==> src/shared/rve_pkg.sv <==
`default_nettype none
package rve_pkg;
    // management register offsets
    localparam logic [4:0]  CTRL_ADDR    = 5'h1a;
    localparam logic [4:0]  DATA_ADDR    = 5'h1b;
    // control register fields
    localparam int          RDY_BIT      = 15;
    localparam int          FREEZE_BIT   = 3;
    localparam int          TIMER_LSB    = 1;
    localparam int          ENABLE_BIT   = 0;
    localparam logic [1:0]  TIMER_RST    = 2'h0;
    localparam logic        ENABLE_RST   = 1'b0;
    localparam logic        FREEZE_RST   = 1'b0;
    localparam logic        READY_RST    = 1'b0;
    localparam logic [31:0] DATA_RST     = 32'h0000_0000;
    // one time unit of the window
    localparam int          CLK_NS       = 8;
    localparam int          UNIT_PS      = 1048576000;
    localparam int          UNIT_CYCLES  = UNIT_PS / (CLK_NS * 1000);
    // sample and sum widths
    localparam int          SAMPLE_W     = 8;
    localparam int          SUM_W        = 32;
    typedef enum logic [0:0] {
        RVE_HALF_LO = 1'b0,
        RVE_HALF_HI = 1'b1
    } rve_half_e;
endpackage : rve_pkg
`default_nettype wire

==> src/shared/rve_acc_if.sv <==
`timescale 1ns/100ps
`default_nettype none
interface rve_acc_if #(
    parameter int SAMPLE_W = 8,
    parameter int SUM_W    = 32
);
    logic                       clear;
    logic                       valid;
    // one bit wider than a sample: eq minus dec spans twice the range
    logic signed [SAMPLE_W:0]   err;
    logic        [SUM_W-1:0]    sum;
    modport ctrl (output clear, output valid, output err, input sum);
    modport acc  (input clear, input valid, input err, output sum);
endinterface : rve_acc_if
`default_nettype wire

==> src/core/rve_sq_accum.sv <==
`timescale 1ns/100ps
`default_nettype none
module rve_sq_accum #(
    parameter int SAMPLE_W = 8,
    parameter int SUM_W    = 32
) (
    // clock and reset
    input  wire logic clk_i,
    input  wire logic arst_n_i,
    // accumulator carrier
    rve_acc_if.acc    acc
);
    localparam int SQ_W = 2 * SAMPLE_W;

    logic [SUM_W-1:0] sum_q;
    logic [SUM_W-1:0] sum_d;
    logic [SQ_W-1:0]  sq;
    logic signed [SQ_W-1:0] err_x;
    logic [SUM_W:0]   wide;

    always_comb begin
        err_x = {{(SQ_W-SAMPLE_W-1){acc.err[SAMPLE_W]}}, acc.err};
        sq    = SQ_W'(err_x * err_x);
        wide  = {1'b0, sum_q} + (SUM_W+1)'(sq);
        sum_d = sum_q;
        if (acc.clear) begin
            sum_d = '0;
        end else if (acc.valid) begin
            // saturate rather than wrap: a wrapped sum would look like a clean link
            sum_d = wide[SUM_W] ? '1 : wide[SUM_W-1:0]; // RQ14
        end
    end

    always_ff @(posedge clk_i or negedge arst_n_i) begin
        if (!arst_n_i) begin
            sum_q <= '0;
        end else begin
            sum_q <= sum_d;
        end
    end

    assign acc.sum = sum_q;
endmodule : rve_sq_accum
`default_nettype wire

==> src/core/rve_variance.sv <==
`timescale 1ns/100ps
`default_nettype none
// Contract
// RQ1: ready flag sets when new sum loads
// RQ2: ready clears after two consecutive data reads
// RQ3: freeze holds data; self-clears after two reads
// RQ4: period field selects 2/4/6/8 units
// RQ5: writing new period restarts the computation
// RQ6: result loads only after full period
// RQ7: one unit is 2^17 clock cycles
// RQ8: computes only while enable set; reset off
// RQ9: 32-bit sum through one 16-bit register
// RQ10: software trusts data only when ready
// RQ11: software sets freeze before reading data
// RQ12: first read low half, second high half
// RQ13: control bits 14..4 read zero
// RQ14: saturating sum of squared slicer errors
module rve_variance #(
    // cycles per window unit; a small value only shortens simulation
    parameter int UNIT_CYCLES = rve_pkg::UNIT_CYCLES,
    parameter int SAMPLE_W    = rve_pkg::SAMPLE_W
) (
    // clock and reset
    input  wire logic                clk_i,
    input  wire logic                arst_n_i,
    // receive samples, same clock domain
    input  wire logic                smp_valid_i,
    input  wire logic [SAMPLE_W-1:0] smp_eq_i,
    input  wire logic [SAMPLE_W-1:0] smp_dec_i,
    // management register port
    input  wire logic [4:0]          reg_addr_i,
    input  wire logic                reg_wr_i,
    input  wire logic                reg_rd_i,
    input  wire logic [15:0]         reg_wdata_i,
    output logic      [15:0]         reg_rdata_o,
    // status
    output logic                     var_ready_o
);
    localparam int CYC_W = $clog2(UNIT_CYCLES + 1);

    rve_acc_if #(.SAMPLE_W(SAMPLE_W), .SUM_W(rve_pkg::SUM_W)) acc_if ();

    rve_sq_accum #(
        .SAMPLE_W (SAMPLE_W),
        .SUM_W    (rve_pkg::SUM_W)
    ) u_accum (
        .clk_i    (clk_i),
        .arst_n_i (arst_n_i),
        .acc      (acc_if.acc)
    );

    // control and data state
    logic                      enable_q,  enable_d;
    logic                      freeze_q,  freeze_d;
    logic [1:0]                timer_q,   timer_d;
    logic                      ready_q,   ready_d;
    logic [rve_pkg::SUM_W-1:0] data_q,    data_d;
    rve_pkg::rve_half_e        half_q,    half_d;
    logic [CYC_W-1:0]          cyc_q,     cyc_d;
    logic [3:0]                units_q,   units_d;
    logic [15:0]               rdata_q,   rdata_d;

    // decode and strobes
    logic        ctrl_wr;
    logic        data_rd;
    logic        pair_done;
    logic        restart;
    logic        unit_end;
    logic        period_end;
    logic [3:0]  period_units;
    logic [15:0] ctrl_view;

    always_comb begin
        ctrl_wr  = reg_wr_i && (reg_addr_i == rve_pkg::CTRL_ADDR);
        data_rd  = reg_rd_i && (reg_addr_i == rve_pkg::DATA_ADDR);
        // 2, 4, 6 or 8 units for codes 0..3
        period_units = {1'b0, timer_q, 1'b0} + 4'h2; // RQ4
        // restart only when the period code really changes
        restart  = ctrl_wr &&
                   (reg_wdata_i[rve_pkg::TIMER_LSB +: 2] != timer_q); // RQ5
        unit_end = (cyc_q == CYC_W'(UNIT_CYCLES - 1)); // RQ7
        period_end = enable_q && unit_end &&
                     (units_q == period_units - 4'h1); // RQ6
        // the high-half read closes a pair and releases ready and freeze
        pair_done  = data_rd && (half_q == rve_pkg::RVE_HALF_HI);
    end

    // control register image; unused bits stay zero whatever was written
    always_comb begin
        ctrl_view = '0; // RQ13
        ctrl_view[rve_pkg::RDY_BIT]    = ready_q;
        ctrl_view[rve_pkg::FREEZE_BIT] = freeze_q;
        ctrl_view[rve_pkg::TIMER_LSB +: 2] = timer_q;
        ctrl_view[rve_pkg::ENABLE_BIT] = enable_q;
    end

    // accumulator steering
    // a sample on the closing edge is dropped along with the clear
    always_comb begin
        acc_if.clear = !enable_q || restart || period_end; // RQ8
        acc_if.valid = enable_q && smp_valid_i; // RQ8
        // sign-extend both so that the difference cannot wrap
        acc_if.err   = {smp_eq_i[SAMPLE_W-1], smp_eq_i} -
                       {smp_dec_i[SAMPLE_W-1], smp_dec_i}; // RQ14
    end

    // window timer
    // it runs from the edge that enables or restarts it
    always_comb begin
        cyc_d   = cyc_q;
        units_d = units_q;
        if (!enable_q || restart) begin
            cyc_d   = '0; // RQ5
            units_d = '0;
        end else if (unit_end) begin
            cyc_d   = '0;
            units_d = period_end ? 4'h0 : units_q + 4'h1;
        end else begin
            cyc_d   = cyc_q + CYC_W'(1);
        end
    end

    // window counters
    always_ff @(posedge clk_i or negedge arst_n_i) begin
        if (!arst_n_i) begin
            cyc_q   <= '0;
            units_q <= 4'h0;
        end else begin
            cyc_q   <= cyc_d;
            units_q <= units_d;
        end
    end

    // control fields; a write that sets freeze beats the closing read
    always_comb begin
        enable_d = enable_q;
        freeze_d = freeze_q;
        timer_d  = timer_q;
        if (pair_done) begin
            freeze_d = 1'b0; // RQ3
        end
        if (ctrl_wr) begin
            enable_d = reg_wdata_i[rve_pkg::ENABLE_BIT];
            freeze_d = reg_wdata_i[rve_pkg::FREEZE_BIT];
            timer_d  = reg_wdata_i[rve_pkg::TIMER_LSB +: 2];
        end
    end

    always_ff @(posedge clk_i or negedge arst_n_i) begin
        if (!arst_n_i) begin
            enable_q <= rve_pkg::ENABLE_RST; // RQ8
            freeze_q <= rve_pkg::FREEZE_RST;
            timer_q  <= rve_pkg::TIMER_RST;
        end else begin
            enable_q <= enable_d;
            freeze_q <= freeze_d;
            timer_q  <= timer_d;
        end
    end

    // result: a half-read pair also blocks the load so the halves match
    // the load is skipped, not delayed, so that window's result is lost
    always_comb begin
        ready_d = ready_q;
        data_d  = data_q;
        if (pair_done) begin
            ready_d = 1'b0; // RQ2
        end
        // placed after the clear so that a load in the same cycle wins
        if (period_end && !freeze_q &&
            (half_q == rve_pkg::RVE_HALF_LO)) begin // RQ3
            data_d  = acc_if.sum; // RQ6
            ready_d = 1'b1; // RQ1
        end
    end

    always_ff @(posedge clk_i or negedge arst_n_i) begin
        if (!arst_n_i) begin
            ready_q <= rve_pkg::READY_RST;
            data_q  <= rve_pkg::DATA_RST;
        end else begin
            ready_q <= ready_d;
            data_q  <= data_d;
        end
    end

    // read port: unmapped reads return zero and keep the pairing
    always_comb begin
        half_d  = half_q;
        rdata_d = rdata_q;
        if (reg_rd_i) begin
            if (reg_addr_i == rve_pkg::CTRL_ADDR) begin
                rdata_d = ctrl_view;
                half_d  = rve_pkg::RVE_HALF_LO;
            end else if (data_rd) begin
                if (half_q == rve_pkg::RVE_HALF_LO) begin
                    rdata_d = data_q[15:0]; // RQ12
                    half_d  = rve_pkg::RVE_HALF_HI;
                end else begin
                    rdata_d = data_q[31:16]; // RQ9
                    half_d  = rve_pkg::RVE_HALF_LO;
                end
            end else begin
                rdata_d = 16'h0000;
            end
        end
    end

    always_ff @(posedge clk_i or negedge arst_n_i) begin
        if (!arst_n_i) begin
            half_q  <= rve_pkg::RVE_HALF_LO;
            rdata_q <= 16'h0000;
        end else begin
            half_q  <= half_d;
            rdata_q <= rdata_d;
        end
    end

    // both outputs come straight from their registers
    assign reg_rdata_o = rdata_q;
    assign var_ready_o = ready_q;
endmodule : rve_variance
`default_nettype wire

==> config.mk <==
export PLATFORM = sky130hd
export DESIGN_NAME = rve_variance
export DESIGN_NICKNAME = d
export VERILOG_FILES = /design/src/shared/rve_pkg.sv /design/src/shared/rve_acc_if.sv /design/src/core/rve_sq_accum.sv /design/src/core/rve_variance.sv
export SDC_FILE = /design/constraint.sdc
export NUM_CORES = 1
export LEC_CHECK = 0
export ABC_AREA = 1
export CAP_MARGIN = 20
export CORE_UTILIZATION = 50
export DETAILED_ROUTE_END_ITERATION = 10
export DONT_BUFFER_PORTS = 1
export PLACE_DENSITY = 0.73
export SLEW_MARGIN = 10
export SYNTH_ARGS = -nofsm -noshare
export SYNTH_HDL_FRONTEND = slang
export SYNTH_SLANG_ARGS = --single-unit
==> constraint.sdc <==
create_clock -name clk_i -period 2.1 [get_ports clk_i]
set_input_delay 0.21 -clock clk_i [delete_from_list [all_inputs] [get_ports clk_i]]
set_output_delay 0.21 -clock clk_i [all_outputs]
set_load 0.1 [all_outputs]
After elaboration in Yosys (flattened, before gate mapping)

Cells that the tools add are included.

$add $sub $neg: 6
$mul: 1
Equality and inequality tests: 5
Multiplexer cells: 17
Bitwise logic cells: 1
Reductions and logical operators: 19

Operators with widths:

| operator                | number |
|---|---|
| $mux W32                | 3 |
| $mux W16                | 3 |
| $mux W18                | 2 |
| $add A32 B16 Y33        | 1 |
| $add A18 B1 Y18 const B | 1 |
| $eq A18 B17 Y1 const B  | 1 |
| $mul A9 B9 Y16          | 1 |
| $mux W4                 | 3 |
| $eq A5 B5 Y1 const B    | 2 |
| $reduce_bool A2 Y1      | 5 |
| $logic_and A1 B1 Y1     | 9 |
| $sub A8 B8 Y9           | 1 |
| $mux W1                 | 6 |
| $add A3 B2 Y4 const B   | 1 |
| $add A4 B1 Y4 const B   | 1 |
| $eq A4 B4 Y1            | 1 |
| $sub A4 B1 Y4 const B   | 1 |
| $logic_not A1 Y1        | 2 |
| $logic_or A1 B1 Y1      | 2 |
| $ne A2 B2 Y1            | 1 |
| $reduce_and A2 Y1       | 1 |
| $not A1 Y1              | 1 |

Register bits: 108
Input port bits: 42
Output and inout bits: 17
Word-level logic and storage cells: 59

Longest topological paths before layout

Depth in word-level cells: 7
Depth in mapped cells: 45
Depth with buffers taken out: 45

Hierarchy

A second synthesis with hierarchy kept.

Cells, all modules: 1319
Area total of the unflattened synthesis: 9604.2 µm²

By module, submodules not included:

| module       | times used | cells each | area an instance (µm²) | seq. area each (µm²) |
|---|---|---|---|---|
| rve_sq_accum | 1          | 834        | 5536.6                 | 800.8 |
| rve_variance | 1          | 485        | 4067.7                 | 1901.8 |

Least setup slack after synthesis

Ideal clock, no wire load.

Path kind: input -> register
From: in smp_eq_i[0]
To: reg u_accum.sum_q[12], in the netlist u_accum.acc.sum[12]
Library setup time: 0.117 ns
Data arrival time: 6.884 ns
Data required time: 1.983 ns
Slack: -4.900 ns
Stages: 41
Buffers on the path: 1
Path through: inv_1 > ha_1 > inv_1 > fa_1 > nand2_1 > nand3_1 > nand4_1 > nand3_1 > nand2_1 > clkinv_1 > nor2_1 > inv_1 > fa_1 > fa_1 > inv_1 > fa_1 > fa_1 > inv_1 > [5 not listed] > nand2_1 > nand2_1 > a31oi_1 > inv_1 > nand2_1 > nand2_1 > ha_1 > a21oi_1 > inv_1 > nor2_1 > o21ai_0 > nand2_1 > nand2_1 > nand2_2 > buf_2 > o21ai_0 > nand2_1 > nand2_1

Longest elaborated chain between the ends: 6

Ends and longest elaborated chain:

| element              | RTL line            | text |
|---|---|---|
| start, declared      | rve_variance.sv:28  | `input wire logic [SAMPLE_W-1:0] smp_eq_i,` |
| $sub A8 B8 Y9        | rve_variance.sv:103 | `acc_if.err = {smp_eq_i[SAMPLE_W-1], smp_eq_i} -` |
| $mul A9 B9 Y16       | rve_sq_accum.sv:23  | `sq = SQ_W'(err_x * err_x);` |
| $add A32 B16 Y33     | rve_sq_accum.sv:24  | `wide = {1'b0, sum_q} + (SUM_W+1)'(sq);` |
| $mux W32             | rve_sq_accum.sv:30  | `sum_d = wide[SUM_W] ? '1 : wide[SUM_W-1:0];` |
| $mux W32             | rve_sq_accum.sv:28  | `end else if (acc.valid) begin` |
| $mux W32             | rve_sq_accum.sv:26  | `if (acc.clear) begin` |
| end signal, assigned | rve_sq_accum.sv:38  | `sum_q <= sum_d;` |
| end, declared        | rve_sq_accum.sv:15  | `logic [SUM_W-1:0] sum_q;` |

No other way between the ends. The select of a mux whose other input is x is not followed.
A chain may end at the register's enable or synchronous reset.

Worst setup path after layout

From: in smp_eq_i[0]
To: reg u_accum.sum_q[28], in the netlist u_accum.acc.sum[28]

Same word-level chain as after synthesis.

==> flow_summary.yaml <==
status:
  status: "complete, but fails checks"
  violations: "negative hold slack, negative setup slack"
floorplanning:
  fp-row-count: 49
  die_y_um: 138
  die_area_um2: 19000
  pin_count: 59
  core_area_um2: 18000
  die_x_um: 138
  initial_core_util: 0.512
clock_tree:
  cts_max_level: 3
  clk_pin_slew_worst_paths_ns: 0.07
  root_buffer: "clkbuf_16"
  cts_tree: "done"
  numCtsBuffers: 9
  clockBufferDepth: 2
  cts.sink_count: 108
  worstSkewPairLatency_ns: 0.37
detailed_routing:
  via_count: 8798
  antenna_left: 0
  drt_iter0_markers: 655
  first_pass_iters: 6
  routed_wl_mm: 24.2
  drc: 0
  wl_per_cell_um: 14.4
  vias_per_cell: 5.22
logic_synthesis:
  yosys.area.top_type: "dfrtp_1"
  syn_area_per_cell_um2: 7.28
  synthTopCellsByCount: "nand2_1, inv_1, nor2_1"
  async_reset_ff_frac: 1.00
  synth_flop_cell: "dfrtp_1"
  synth_top_family_by_area: "simple AND/OR/NAND/NOR gates"
  yosys.area_share.simple: 0.289
  synthCells: 1268
  synth-edff-count: 0
  synthMuxAreaShare: 0.00217
  ys_ff_latch: 108
  synth_fa_ha_area_frac: 0.196
  netlist_area_um2: 9230
  synth_xor_area_frac: 0.0332
  syn-num-nets: 1423
  synth-compound-area-share: 0.0782
  seq_area_frac_synth: 0.293
  synth_top_area_frac: 0.293
  yosys_warnings: 0
  ys_top_cells_by_area: "dfrtp_1, nand2_1, fa_1, inv_1, ha_1"
  synth_cell_type_count: 40
  yosysMostFrequentCell: "nand2_1"
finish:
  fill_cells: 1415
  diodes: 0
  fin_nets: 1606
  final_util: 0.673
  area.growth.synth_to_final_pct: 31.4
  drive_gt1_frac: 0.272
global_routing:
  grt_remaining_overflow: 0
  grt_pass1_vias: 8538
  grt_first_pass_wirelength_mm: 39.2
  track_usage: 0.263
  antenna_found_initial: 0
  grt_start_max_net_pins: 109
sta:
  slew_viol_final: 0
  hold_ws_ns: -0.460
  finalHoldViolCount: 108
  setup_ws_ns: -4.19
  min_period_ns: 6.29
  worst_slew_pin_slew_ns: 0.901
  slew_headroom: 0.399
  finalClockSkew_ns: 0.0158
  min_period_over_period: 3.00
  rsz0062_at_grt: "true"
  setup_violations: 32
  fmax_ghz: 0.159
critical_path:
  ff2ff_path_depth: 10
  timing.reg2reg.setup_slack_ns: 0.02
  end_kind: "flip-flop"
  cp_common_cell: "nand2_2"
  r2r_end: "u_accum.acc.sum[9]"
  slowest_delay_ns: 0.54
  worstPathMaxFanout: 5
  cp-startpoint: "smp_eq_i[0]"
  cp_data_arrival_time_ns: 6.55
  rr_startpoint: "cyc_q[1]"
  path_class: "primary input to flip-flop"
  start_kind: "primary input"
  worstPathRequired_ns: 2.36
  cpMaxStageDelayCell: "fa_1"
hold_path:
  hp-class: "primary input to async pin"
place:
  dp_hpwl_mm: 17.4
  portBuffers: 0
  place_ws_ns: -4.65
  place_congestion: 0.925
run:
  drv_cap: 0
-- metrics by stage --
step / std cells / setup TNS (ns) / instance area (um2)
final: 1685 / -131.76 / 12100
after global routing: 1685 / -142.16 / 12100
after CTS: 1680 / -125.31 / 11800
after detailed placement: 1637 / -147.49 / 10900
after global placement: 1637 / -145.27 / 10900
after floorplan: 1268 / -131.13 / 9520
-- area by class of cell --
type                    count  area, um2  area share
flip-flops and latches    108       2700       0.223
repair buffers            190       1520       0.126
clock buffers               9        225      0.0186
well taps                 229        287      0.0236
inverters                 232        916      0.0755
clock inverters             7       66.3     0.00547
multi-input cells         910       6410       0.528
-- sequential cells by signal (all words and copies together) (netlist names), 2 cells and up --
register / flops
data_q: 32
u_accum.acc.sum: 32
cyc_q: 18
reg_rdata_o: 16
units_q: 4
timer_q: 2
-- critical path, delay by kind of cell --
family / cells / cell delay, ns
AND/OR/NAND/NOR: 16 / 1.47
AO/OA/AOI/OAI: 3 / 0.27
adder cells (fa/ha/maj): 9 / 3.03
buffers and inverters: 14 / 1.18
XOR/XNOR: 2 / 0.37
-- worst max-delay path by stage --
stage                          end  slack, ns  cells after the start
2_1_floorplan  u_accum.acc.sum[29]      -4.15                     40
3_3_place_gp    u_accum.acc.sum[3]      -4.59                     35
3_5_place_dp    u_accum.acc.sum[9]      -4.65                     37
4_1_cts        u_accum.acc.sum[28]      -3.96                     40
5_1_grt         u_accum.acc.sum[9]      -4.50                     44
6_report       u_accum.acc.sum[28]      -4.19                     44
-- cell usage in the layout (no fill, tap or decap), types with 21 or more instances in the layout --
| cell type | n |
|---|---|
| dfrtp_1 | 108 |
| o21ai_1 | 21 |
| inv_1 | 205 |
| nand3_1 | 67 |
| a21oi_1 | 21 |
| nor2_1 | 83 |
| nand2_2 | 35 |
| nand2_1 | 350 |
| ha_4 | 24 |
| fa_1 | 49 |
| ha_1 | 34 |
| buf_4 | 175 |
-- cells by family (layout without fill, tap and decap cells) --
logic type	count (synthesis)	in the layout
adders and majority gates	113	113
DFF	108	108
AOI/OAI and AO/OA	118	118
and+or+nand+nor	640	642
muxes	2	2
xor gates and xnor gates	35	35
buffers and inverters	252	438
-- what timing repair did --
item,CTS,global route
pin swaps,60,27
gates resized for setup,95,62
endpoints found under the setup margin,32,64
cloned,2,1
buffers inserted,25,4
endpoints found under the hold margin,108,108
-- per-layer routing --
metal	track usage	vias up	routed length, um
met2	0.474	248	12200
li1	-	4322	-
met4	0.0845	0	785
met3	0.0329	64	1160
met5	0	-	0
met1	0.325	4164	10100
Power is not shown: default switching activity piles up to over one toggle a cycle in this logic, so the estimate is an artifact.
